$ cat src/verilog/cler_map.vh
/*
 Constants for the control link error reporter: register offsets, status
 bit positions, report kinds, character codes and message lengths.
 Assumes inclusion by bare name from the design file; definitions only.
*/
`ifndef CLER_MAP_VH
`define CLER_MAP_VH

// Register offsets (word index on the plain register port)
`define CLER_OFS_STATUS    4'h0
`define CLER_OFS_MASK      4'h1
`define CLER_OFS_ALARM     4'h2
`define CLER_OFS_UTC_HI    4'h3
`define CLER_OFS_UTC_LO    4'h4
`define CLER_OFS_INFO      4'h5

// Status and mask bit positions
`define CLER_ST_GARBAGE    0
`define CLER_ST_UNKNOWN    1
`define CLER_ST_SYNTAX     2
`define CLER_ST_SEMANTIC   3
`define CLER_ST_SEQUENCE   4
`define CLER_ST_ALARM_REQ  5
`define CLER_ST_STREAM_REQ 6
`define CLER_ST_OVERRUN    7
`define CLER_ST_W          8

// Reset values
`define CLER_RST_MASK      8'h00
`define CLER_RST_ALARM     10'h3FF
`define CLER_RST_UTC       32'h30303030

// Report kinds held while a report is sent
`define CLER_K_GARBAGE     3'h0
`define CLER_K_UNKNOWN     3'h1
`define CLER_K_SYNTAX      3'h2
`define CLER_K_SEMANTIC    3'h3
`define CLER_K_SEQUENCE    3'h4
`define CLER_K_ALM         3'h5

// Command and extension words, one ASCII character per byte
`define CLER_W_ERR_REPORT   56'h50524552524F52
`define CLER_W_ALARM_STATUS 56'h414C41524D5354
`define CLER_W_STREAM_ERR   56'h53544552524F52
`define CLER_X_GARBAGE      24'h474247
`define CLER_X_UNKNOWN      24'h554B4E
`define CLER_X_SYNTAX       24'h53594E
`define CLER_X_SEMANTIC     24'h53454D
`define CLER_X_SEQUENCE     24'h505254
`define CLER_X_REPORT       24'h444546
`define CLER_X_REQUEST      24'h494E46

// Single characters
`define CLER_C_SPACE       8'h20
`define CLER_C_ZERO        8'h30
`define CLER_C_ONE         8'h31
`define CLER_C_NA          8'h58

// Alarm code per alarm: 00 inactive, 01 active, 1x not available
`define CLER_AL_OFF        2'h0
`define CLER_AL_ON         2'h1

// Message lengths in characters, minus one (index of last character)
`define CLER_LAST_GARBAGE  5'h0A
`define CLER_LAST_ECHO     5'h16
`define CLER_LAST_ALM      5'h19

`endif

$ cat src/verilog/cler_reporter.v
/*
 Control link error reporter: takes one parsed control message at a time,
 answers protocol errors with a single report, answers alarm status
 requests, and flags stream error requests to the stream reporter.
 Assumes an upstream parser that splits messages into a 7-character
 command word and a 3-character extension word with error class flags,
 and a downstream character sink with a ready handshake.
*/
// The address map and strobed register access were chosen for this implementation.
`timescale 1ns/10ps
`default_nettype none
`include "cler_map.vh"

module cler_reporter #(
  parameter DW       = 32,                // Register data width
  parameter MSG_MAX  = 26                 // Longest report in characters
) (
  input  wire           mclk,
  input  wire           rst_b,
  input  wire [3:0]     reg_addr,
  input  wire [DW-1:0]  reg_wdata,
  input  wire           reg_wr,
  input  wire           reg_rd,
  output reg  [DW-1:0]  reg_rdata,
  input  wire           rx_valid,
  output wire           rx_ready,
  input  wire [55:0]    rx_cmd,
  input  wire [23:0]    rx_ext,
  input  wire           rx_garbage,
  input  wire           rx_unknown,
  input  wire           rx_syntax_err,
  input  wire           rx_semantic_err,
  input  wire           rx_sequence_err,
  output reg            tx_valid,
  output reg  [7:0]     tx_char,
  output reg            tx_last,
  input  wire           tx_ready,
  output reg            stream_req,
  output reg            irq
);

  // One-hot states
  localparam [2:0] S_IDLE = 3'b001;       // Waiting for a message
  localparam [2:0] S_LOAD = 3'b010;       // Present first character
  localparam [2:0] S_SEND = 3'b100;       // Stream characters out

  localparam MW = MSG_MAX * 8;            // Message vector width

  // Decode of a received word pair, used for both request kinds
  function is_pair;
    input [55:0] cmd;
    input [23:0] ext;
    input [55:0] want_cmd;
    input [23:0] want_ext;
    begin
      is_pair = (cmd == want_cmd) && (ext == want_ext);
    end
  endfunction

  // One alarm code to its state character
  function [7:0] alarm_char;
    input [1:0] code;
    begin
      if (code == `CLER_AL_OFF) begin
        alarm_char = `CLER_C_ZERO;
      end else if (code == `CLER_AL_ON) begin
        alarm_char = `CLER_C_ONE;
      end else begin
        alarm_char = `CLER_C_NA;
      end
    end
  endfunction

  reg  [2:0]              state_reg;      // Sequencer state
  reg  [2:0]              state_next;
  reg  [2:0]              kind_reg;       // Report being sent
  reg  [2:0]              kind_next;
  reg  [55:0]             cmd_reg;        // Echoed command word
  reg  [23:0]             ext_reg;        // Echoed extension word
  reg  [4:0]              idx_reg;        // Index of shown character
  reg  [4:0]              idx_next;
  reg  [`CLER_ST_W-1:0]   status_reg;     // Sticky events
  reg  [`CLER_ST_W-1:0]   status_next;
  reg  [`CLER_ST_W-1:0]   mask_reg;       // Interrupt enables
  reg  [9:0]              alarm_reg;      // Five 2-bit alarm codes
  reg  [31:0]             utc_hi_reg;     // UTC chars HH:M
  reg  [31:0]             utc_lo_reg;     // UTC chars M:SS
  reg  [`CLER_ST_W-1:0]   event_set;      // Events this cycle
  reg                     report_hit;     // Accepted message needs a report
  reg  [MW-1:0]           msg_vec;        // Current report, first char on top
  reg  [4:0]              last_idx;       // Last character index of report
  reg  [39:0]             alarm_chars;    // Five state characters
  integer                 i;

  wire                    accept = rx_valid & state_reg[0];
  wire                    drop   = rx_valid & ~state_reg[0];
  wire                    tx_go  = tx_valid & tx_ready;
  wire [4:0]              sel_idx;        // Character to present next
  wire [MW-1:0]           msg_shift;
  wire [`CLER_ST_W-1:0]   w1c;            // Software clear bits

  // Ready only while idle; a message offered while busy is dropped and flagged in the overrun status bit
  assign rx_ready = state_reg[0];

  // Classify the accepted message; one report only, in fixed priority
  always @* begin
    event_set  = {`CLER_ST_W{1'b0}};
    kind_next  = kind_reg;
    report_hit = 1'b0;
    if (accept) begin
      if (rx_garbage) begin
        kind_next  = `CLER_K_GARBAGE;
        report_hit = 1'b1;
        event_set[`CLER_ST_GARBAGE] = 1'b1;
      end else if (rx_unknown) begin
        kind_next  = `CLER_K_UNKNOWN;
        report_hit = 1'b1;
        event_set[`CLER_ST_UNKNOWN] = 1'b1;
      end else if (rx_syntax_err) begin
        kind_next  = `CLER_K_SYNTAX;
        report_hit = 1'b1;
        event_set[`CLER_ST_SYNTAX] = 1'b1;
      end else if (rx_semantic_err) begin
        kind_next  = `CLER_K_SEMANTIC;
        report_hit = 1'b1;
        event_set[`CLER_ST_SEMANTIC] = 1'b1;
      end else if (rx_sequence_err) begin
        kind_next  = `CLER_K_SEQUENCE;
        report_hit = 1'b1;
        event_set[`CLER_ST_SEQUENCE] = 1'b1;
      end else if (is_pair(rx_cmd, rx_ext, `CLER_W_ALARM_STATUS, `CLER_X_REQUEST)) begin
        kind_next  = `CLER_K_ALM;
        report_hit = 1'b1;
        event_set[`CLER_ST_ALARM_REQ] = 1'b1;
      end else if (is_pair(rx_cmd, rx_ext, `CLER_W_STREAM_ERR, `CLER_X_REQUEST)) begin
        event_set[`CLER_ST_STREAM_REQ] = 1'b1;
      end
    end
    event_set[`CLER_ST_OVERRUN] = drop;
  end

  // Alarm state characters, frame format alarm first
  always @* begin
    alarm_chars = 40'h0000000000;
    for (i = 0; i < 5; i = i + 1) begin
      alarm_chars[i*8 +: 8] = alarm_char(alarm_reg[i*2 +: 2]);
    end
  end

  // Build the whole report as a character vector, zero padded at the end
  always @* begin
    msg_vec  = {MW{1'b0}};
    last_idx = `CLER_LAST_ECHO;
    case (kind_reg)
      `CLER_K_GARBAGE: begin
        // No valid words to echo, so only the two words go out
        msg_vec  = {`CLER_W_ERR_REPORT, `CLER_C_SPACE, `CLER_X_GARBAGE,
                    {(MW-88){1'b0}}};
        last_idx = `CLER_LAST_GARBAGE;
      end
      `CLER_K_UNKNOWN: begin
        msg_vec = {`CLER_W_ERR_REPORT, `CLER_C_SPACE, `CLER_X_UNKNOWN,
                   `CLER_C_SPACE, cmd_reg, `CLER_C_SPACE, ext_reg, {(MW-184){1'b0}}};
      end
      `CLER_K_SYNTAX: begin
        msg_vec = {`CLER_W_ERR_REPORT, `CLER_C_SPACE, `CLER_X_SYNTAX,
                   `CLER_C_SPACE, cmd_reg, `CLER_C_SPACE, ext_reg, {(MW-184){1'b0}}};
      end
      `CLER_K_SEMANTIC: begin
        msg_vec = {`CLER_W_ERR_REPORT, `CLER_C_SPACE, `CLER_X_SEMANTIC,
                   `CLER_C_SPACE, cmd_reg, `CLER_C_SPACE, ext_reg, {(MW-184){1'b0}}};
      end
      `CLER_K_SEQUENCE: begin
        msg_vec = {`CLER_W_ERR_REPORT, `CLER_C_SPACE, `CLER_X_SEQUENCE,
                   `CLER_C_SPACE, cmd_reg, `CLER_C_SPACE, ext_reg, {(MW-184){1'b0}}};
      end
      default: begin
        // Alarm report: state field then start time of that state
        msg_vec  = {`CLER_W_ALARM_STATUS, `CLER_C_SPACE, `CLER_X_REPORT,
                    `CLER_C_SPACE, alarm_chars[7:0], alarm_chars[15:8],
                    alarm_chars[23:16], alarm_chars[31:24], alarm_chars[39:32],
                    `CLER_C_SPACE, utc_hi_reg, utc_lo_reg};
        last_idx = `CLER_LAST_ALM;
      end
    endcase
  end

  // Pick the character to present: first one on load, else the following one
  assign sel_idx   = state_reg[1] ? 5'h00 : (idx_reg + 5'h01);
  assign msg_shift = msg_vec << {sel_idx, 3'b000};

  // Sequencer next state
  always @* begin
    state_next = state_reg;
    idx_next   = idx_reg;
    case (state_reg)
      S_IDLE: begin
        if (report_hit) begin
          state_next = S_LOAD;
        end
      end
      S_LOAD: begin
        state_next = S_SEND;
        idx_next   = 5'h00;
      end
      S_SEND: begin
        // Sink may stall; hold the character until taken
        if (tx_go) begin
          if (tx_last) begin
            state_next = S_IDLE;
          end else begin
            idx_next = idx_reg + 5'h01;
          end
        end
      end
      default: begin
        state_next = S_IDLE;
      end
    endcase
  end

  // Sequencer and latched message words
  always @(posedge mclk or negedge rst_b) begin
    if (!rst_b) begin
      state_reg <= S_IDLE;
      kind_reg  <= `CLER_K_GARBAGE;
      idx_reg   <= 5'h00;
      cmd_reg   <= 56'h00000000000000;
      ext_reg   <= 24'h000000;
    end else begin
      state_reg <= state_next;
      kind_reg  <= kind_next;
      idx_reg   <= idx_next;
      if (report_hit) begin
        // Words held so the echo stays put while the parser moves on
        cmd_reg <= rx_cmd;
        ext_reg <= rx_ext;
      end
    end
  end

  // Character output, registered
  always @(posedge mclk or negedge rst_b) begin
    if (!rst_b) begin
      tx_valid <= 1'b0;
      tx_char  <= 8'h00;
      tx_last  <= 1'b0;
    end else if (state_reg[1]) begin
      tx_valid <= 1'b1;
      tx_char  <= msg_shift[MW-1 -: 8];
      tx_last  <= (last_idx == 5'h00);
    end else if (state_reg[2] && tx_go) begin
      tx_valid <= ~tx_last;
      tx_char  <= tx_last ? 8'h00 : msg_shift[MW-1 -: 8];
      tx_last  <= ~tx_last && (sel_idx == last_idx);
    end
  end

  // Stream error request pulse to the stream reporter
  always @(posedge mclk or negedge rst_b) begin
    if (!rst_b) begin
      stream_req <= 1'b0;
    end else begin
      stream_req <= event_set[`CLER_ST_STREAM_REQ];
    end
  end

  // Write-one-to-clear; a new event in the same cycle wins over the clear
  assign w1c = (reg_wr && (reg_addr == `CLER_OFS_STATUS)) ? reg_wdata[`CLER_ST_W-1:0]
                                                           : {`CLER_ST_W{1'b0}};

  always @* begin
    status_next = (status_reg & ~w1c) | event_set;
  end

  // Registers written by software, and status
  always @(posedge mclk or negedge rst_b) begin
    if (!rst_b) begin
      status_reg <= {`CLER_ST_W{1'b0}};
      mask_reg   <= `CLER_RST_MASK;
      alarm_reg  <= `CLER_RST_ALARM;
      utc_hi_reg <= `CLER_RST_UTC;
      utc_lo_reg <= `CLER_RST_UTC;
    end else begin
      status_reg <= status_next;
      if (reg_wr) begin
        if (reg_addr == `CLER_OFS_MASK) begin
          mask_reg <= reg_wdata[`CLER_ST_W-1:0];
        end else if (reg_addr == `CLER_OFS_ALARM) begin
          alarm_reg <= reg_wdata[9:0];
        end else if (reg_addr == `CLER_OFS_UTC_HI) begin
          utc_hi_reg <= reg_wdata[31:0];
        end else if (reg_addr == `CLER_OFS_UTC_LO) begin
          utc_lo_reg <= reg_wdata[31:0];
        end
      end
    end
  end

  // Level interrupt from unmasked sticky bits
  always @(posedge mclk or negedge rst_b) begin
    if (!rst_b) begin
      irq <= 1'b0;
    end else begin
      irq <= |(status_next & mask_reg);
    end
  end

  // Read data one cycle after the strobe, zero otherwise and when unmapped
  always @(posedge mclk or negedge rst_b) begin
    if (!rst_b) begin
      reg_rdata <= {DW{1'b0}};
    end else if (reg_rd) begin
      if (reg_addr == `CLER_OFS_STATUS) begin
        reg_rdata <= {{(DW-`CLER_ST_W){1'b0}}, status_reg};
      end else if (reg_addr == `CLER_OFS_MASK) begin
        reg_rdata <= {{(DW-`CLER_ST_W){1'b0}}, mask_reg};
      end else if (reg_addr == `CLER_OFS_ALARM) begin
        reg_rdata <= {{(DW-10){1'b0}}, alarm_reg};
      end else if (reg_addr == `CLER_OFS_UTC_HI) begin
        reg_rdata <= utc_hi_reg;
      end else if (reg_addr == `CLER_OFS_UTC_LO) begin
        reg_rdata <= utc_lo_reg;
      end else if (reg_addr == `CLER_OFS_INFO) begin
        reg_rdata <= {{(DW-6){1'b0}}, kind_reg, state_reg};
      end else begin
        reg_rdata <= {DW{1'b0}};
      end
    end else begin
      reg_rdata <= {DW{1'b0}};
    end
  end

endmodule // cler_reporter

`default_nettype wire

$ cat config.mk
export PLATFORM = sky130hd
export DESIGN_NAME = cler_reporter
export DESIGN_NICKNAME = d
export VERILOG_FILES = /design/src/verilog/cler_reporter.v
export VERILOG_INCLUDE_DIRS = /design/src /design/src/verilog
export SDC_FILE = /design/constraint.sdc
export NUM_CORES = 1
export LEC_CHECK = 0
export BUFFER_PORTS_ARGS = -buffer_cell sky130_fd_sc_hd__buf_2
export CORE_MARGIN = 2
export CORE_UTILIZATION = 58
export CTS_CLUSTER_DIAMETER = 150
export DETAILED_ROUTE_END_ITERATION = 10
export HOLD_SLACK_MARGIN = 0.05
export PLACE_DENSITY = 0.83
export SYNTH_ARGS = -nofsm -noshare
export SYNTH_HDL_FRONTEND = slang
export SYNTH_SLANG_ARGS = --single-unit
export TNS_END_PERCENT = 30
$ cat constraint.sdc
create_clock -name mclk -period 3 [get_ports mclk]
set_input_delay 0.15 -clock mclk [delete_from_list [all_inputs] [get_ports mclk]]
set_output_delay 0.15 -clock mclk [all_outputs]
set_load 0.05 [all_outputs]
---- After elaboration in Yosys (flattened, before gate mapping) ----
Cells that the tools add are included.
word-level totals
  flip-flop bits (word level) ............. 225
  bits of input ports ..................... 127
  output and inout bits ................... 45
  word-level logic and storage cells ...... 141
operators by class
  $add $sub $neg .......................... 1
  eq/ne operators ......................... 25
  shift-type cells ........................ 1
  multiplexer cells ....................... 61
  bitwise logic cells ..................... 12
  reduce and logical (&&, ||, !) cells .... 25
operators by type and width
  operator                count
  $pmux W205 S5           1
  $shl A208 B8 Y208       1
  $mux W32                6
  $eq A56 B55 Y1 const B  2
  $mux W7                 11
  $mux W8                 4
  $mux W3                 10
  $eq A24 B23 Y1 const B  1
  $mux W5                 4
  $pmux W5 S2             2
  $mux W1                 18
  $and A8 B8 Y8           2
  $mux W6                 2
  $eq A2 B1 Y1 const B    5
  $logic_not A2 Y1        5
  $eq A3 B2 Y1 const B    3
  $pmux W3 S3             1
  $reduce_and A3 Y1       3
  $eq A4 B2 Y1 const B    2
  $eq A4 B3 Y1 const B    2
  $ne A2 B2 Y1 const B    4
  $not A8 Y8              1
  $or A8 B8 Y8            1
  $reduce_or A8 Y1        1
  other kinds (19)        33

---- Logic depth before layout (Yosys ltp) ----
  depth after elaboration ................. 13
  gate-level depth with buffers ........... 10
  gate-level depth less buffers ........... 7

---- Worst setup path before layout ----
Ideal clock, no wire load.
  path kind ............................... register to register
  start ................................... register idx_reg[1]
  end ..................................... register tx_char[6]
  setup time .............................. 0.124 ns
  arrival ................................. 2.047 ns
  data required time ...................... 2.876 ns
  slack ................................... 0.829 ns
  cell stages (with the launch flop) ...... 10
  buffers on the path ..................... 3
  period minus slack after synthesis ...... 2.171 ns
  path through ............................ dfrtp_1 ha_1 buf_2 buf_2 clkbuf_1 nand2_1 a2111oi_0 o41ai_1 o211ai_1 nand2_1
between the ends
  cells in the longest elaborated chain, start to end .. 6
ends and longest elaborated chain
  item                    line                 text
  from (decl)             cler_reporter.v:80   reg [4:0] idx_reg;
  from (signal assigned)  cler_reporter.v:233  idx_reg <= idx_next;
  $add A5 B1 Y5 (*)       cler_reporter.v:189  assign sel_idx = state_reg[1] ? 5'h00 : (idx_reg + 5'h01);
  $mux W5 (*)             cler_reporter.v:189
  $shl A208 B8 Y208 (*)   cler_reporter.v:190  assign msg_shift = msg_vec << {sel_idx, 3'b000};
  $mux W8                 cler_reporter.v:254  tx_char <= tx_last ? 8'h00 : msg_shift[MW-1 -: 8];
  $mux W8                 cler_reporter.v:252  end else if (state_reg[2] && tx_go) begin
  $mux W8 (*)             cler_reporter.v:248  end else if (state_reg[1]) begin
  to (signal assigned)    cler_reporter.v:250  tx_char <= msg_shift[MW-1 -: 8];
  to (signal assigned)    cler_reporter.v:254
  to (decl)               cler_reporter.v:35   output reg [7:0] tx_char,
Mark *: on every way between the ends. The rest lies on a longest branch, timed or not. The select of a mux whose other input is x is not followed.
A chain may end at the register's enable or synchronous reset.

---- Worst setup path after layout ----
  start ................................... input port rx_cmd[22]
  end ..................................... register ext_reg[6]
between the ends
  cells in the longest elaborated chain, start to end .. 9
ends and longest elaborated chain
  item                  line                 text
  from (decl)           cler_reporter.v:27   input wire [55:0] rx_cmd,
  $eq A56 B55 Y1        cler_reporter.v:56   is_pair = (cmd == want_cmd) && (ext == want_ext);
  $logic_and A1 B1 Y1   cler_reporter.v:56
  $mux W1               cler_reporter.v:131  end else if (is_pair(rx_cmd, rx_ext, `CLER_W_ALARM_STATUS, `CLER_X_REQUEST)) begin
  $mux W1               cler_reporter.v:127  end else if (rx_sequence_err) begin
  $mux W1               cler_reporter.v:123  end else if (rx_semantic_err) begin
  $mux W1               cler_reporter.v:119  end else if (rx_syntax_err) begin
  $mux W1               cler_reporter.v:115  end else if (rx_unknown) begin
  $mux W1               cler_reporter.v:111  if (rx_garbage) begin
  $mux W1               cler_reporter.v:110  if (accept) begin
  to (signal assigned)  cler_reporter.v:237  ext_reg <= rx_ext;
  to (decl)             cler_reporter.v:79   reg [23:0] ext_reg;
No other way between the ends.

==> flow_summary.ini <==
[synth]
synth_cells = 1135
synthAdderAreaFrac = 0.00594
syn_avg_cell_area_um2 = 10.8
netlist_area_um2 = 12200
synth_edf_count = 0
yosysWarnings = 0
ys_seq_elements = 225
syn-num-nets = 1267
yosys-top-cells-area = dfrtp_1 41%, mux2_2 9.6%, mux2_1 6.5%, dfstp_2 5.8%, nand2_1 2.8%
yosysTopAreaCellShare = 0.406
synthMuxAreaShare = 0.194
synthFlopType = dfrtp_1
synthMostInstantiatedCell = dfrtp_1
synth_largest_area_cell = dfrtp_1
ys_seq_area_frac = 0.464
ys_async_sr_fraction = 1.00
synth_simple_gate_area_frac = 0.125
ys_types = 82
synth_top_family_by_area = multiplexers
synth_xor_xnor_area_share = 0.00420
synth-compound-area-share = 0.167
synth_common_cells = 198 x dfrtp_1, 104 x mux2_2, 91 x nand2_1, 70 x mux2_1, 69 x nor2_1

[cts]
cts_tree = yes
cts_made_buffers = 24
clockBufferDepth = 3
clk_pin_slew_ns = 0.07
htreeDepth = 1
clk_latency_ns = 0.52
cts_sinks = 225
cts_root_buf = clkbuf_16
cts_setup_buffers = 0

[floorplanning]
io_pins = 172
placementRows = 53
die_h_um = 149
die_x_um = 149
initial_core_util = 0.587
die-area_um2 = 22200
core_area_um2 = 20800

[worst_setup_path]
critPathMaxFanout = 83
start_kind = primary input
worstPathRequired_ns = 3.41
worstSetupPathType = primary input to flop
crit_path_end_kind = flop
cp.arrival_ns = 3.38

[routing]
drt_drc_violations_left = 0
routed_wl_mm = 46.3
vias = 11600
dr.pass1.iters = 6
viasPerCell = 6.72
drt-initial-drc-count = 1412
drtAntennaViolNets = 0
post_drt_wl_per_cell_um = 26.9

[timing]
finalSetupViolCount = 0
finalCritPeriodShare = 0.992
drv_slew = 0
timing.fmax_mhz = 336
fin_hold_ws_ns = 0.116
hold_viol = 0
finalCriticalPeriod_ns = 2.98
clock_skew_ns = 0.00910
slew_headroom = 0.445
worst_slew_pin_slew_ns = 0.826

[job]
maxCapViolCount = 0

[finish]
layout-drive-gt1-share = 0.292
nets = 1559
seq_area_um2 = 5660
final_area_um2 = 15500
multi_input_area_um2 = 6110
fillerInstances = 1401
fin_cells = 1722
post-route-util = 0.745
area_growth_pct = 27.0
largest_reg_flops = 56

[placement]
placed_cell_area_um2 = 13500
dp_hpwl_mm = 30.2
place_congestion = 1.05
dp.cells = 1553
port_buffers = 171

[power]
p_per_area_nw_per_um2 = 477
irDropWorstVdd_mv = 0.463
power_mw = 7.41
power_leakage_nw = 7.16

[global_route]
grt_max_degree = 87
grt-ovfl-total = 0
antenna_found_initial = 3
grt_util_all_layers = 0.412
grt_pass1_wl_mm = 68.9
grt_pass1_vias = 11500

[outcome]
status = finished clean

[min_path]
hold_path_class = primary input to flop
==> cell type report <==
class | instances | share of cell area
Timing Repair Buffer | 352 | 0.169
Clock inverter | 4 | 0.00169
Antenna cell | 2 | 0.000323
Clock buffer | 40 | 0.0452
Inverter | 12 | 0.00290
Sequential cell | 225 | 0.365
Tap cell | 275 | 0.0222
Multi-Input combinational cell | 812 | 0.394
==> report_power, final <==
| part | switching, mW | leakage, nW | internal, mW |
|---|---|---|---|
| combinational | 0.437 | 3.88 | 0.467 |
| sequential | 0.331 | 2.93 | 3.37 |
| clock | 1.21 | 0.350 | 1.59 |
| total | 1.98 | 7.16 | 5.43 |
==> worst paths after layout <==
check | startpoint | endpoint | slack [ns] | cells after the start
max in group asynchronous | rst_b | alarm_reg[2] | 1.92 | 3
max | rx_cmd[22] | ext_reg[6] | 0.02 | 9
min | reg_addr[2] | reg_rdata[9] | 0.12 | 3
min reg2reg | cmd_reg[35] | cmd_reg[35] | 0.49 | 1
min in group asynchronous | rst_b | reg_rdata[2] | 0.20 | 2
max reg2reg | idx_reg[0] | tx_char[5] | 0.23 | 8
==> worst max-delay path, cell delays in order <==
cell and delay, ns:
dlygate4sd3_1 0.54, buf_2 0.19, nor4bb_2 0.48, nand3_1 0.31, nor4_4 0.55, a21oi_2 0.19, nor2_4 0.13, buf_12 0.36
mux2_2 0.41
==> metrics by stage <==
step / setup TNS, ns / worst slack (ns)
after floorplan: 0 / 0.829
after global placement: 0 / 0.277
after detailed placement: 0 / 0.100
after CTS: 0 / 0.0606
after global routing: -0.0158 / -0.00782
final: 0 / 0.0249
==> metal layers <==
| layer | part of all wire | track usage | wire length (um) | up-vias |
|---|---|---|---|---|
| met3 | 0.10 | 0.0765 | 4720 | 227 |
| met2 | 0.46 | 0.662 | 21100 | 835 |
| li1 | - | - | - | 4874 |
| met1 | 0.38 | 0.547 | 17700 | 5629 |
| met4 | 0.061 | 0.188 | 2810 | 2 |
| met5 | 0.00028 | 0 | 13 | - |
==> cell families after synthesis <==
group	count (synthesis)
AO/OA/AOI/OAI	301
XOR/XNOR	5
adder cells (fa/ha/maj)	6
buffers and inverters	98
flip-flops	225
multiplexers	203
AND/OR/NAND/NOR	297
==> repair_timing <==
item / 4_1_cts / 5_1_grt
resized for setup: 0 / 4
endpoints found under the setup margin: 0 / 80
endpoints found under the hold margin: 261 / 0
hold buffers: 123 / 0
==> placed cells by master, fill, tap and decap left out, drive strengths merged, types with 9 or more instances in the layout <==
| cell | instances |
|---|---|
| clkbuf | 40 |
| o31ai | 9 |
| and3 | 11 |
| a31oi | 27 |
| buf | 229 |
| dfrtp | 198 |
| mux2 | 174 |
| a22oi | 32 |
| nor3 | 17 |
| nor2 | 71 |
| nor2b | 12 |
| dlygate4sd3 | 123 |
| nand3 | 22 |
| o21ai | 51 |
| inv | 12 |
| a21oi | 65 |
| a2111oi | 9 |
| mux2i | 19 |
| nand4 | 9 |
| nand2 | 91 |
| nor4 | 9 |
| dfstp | 27 |
| a21boi | 9 |
| nor4b | 10 |
| mux4 | 10 |
Note: power is estimated with default switching activity, not from simulation.
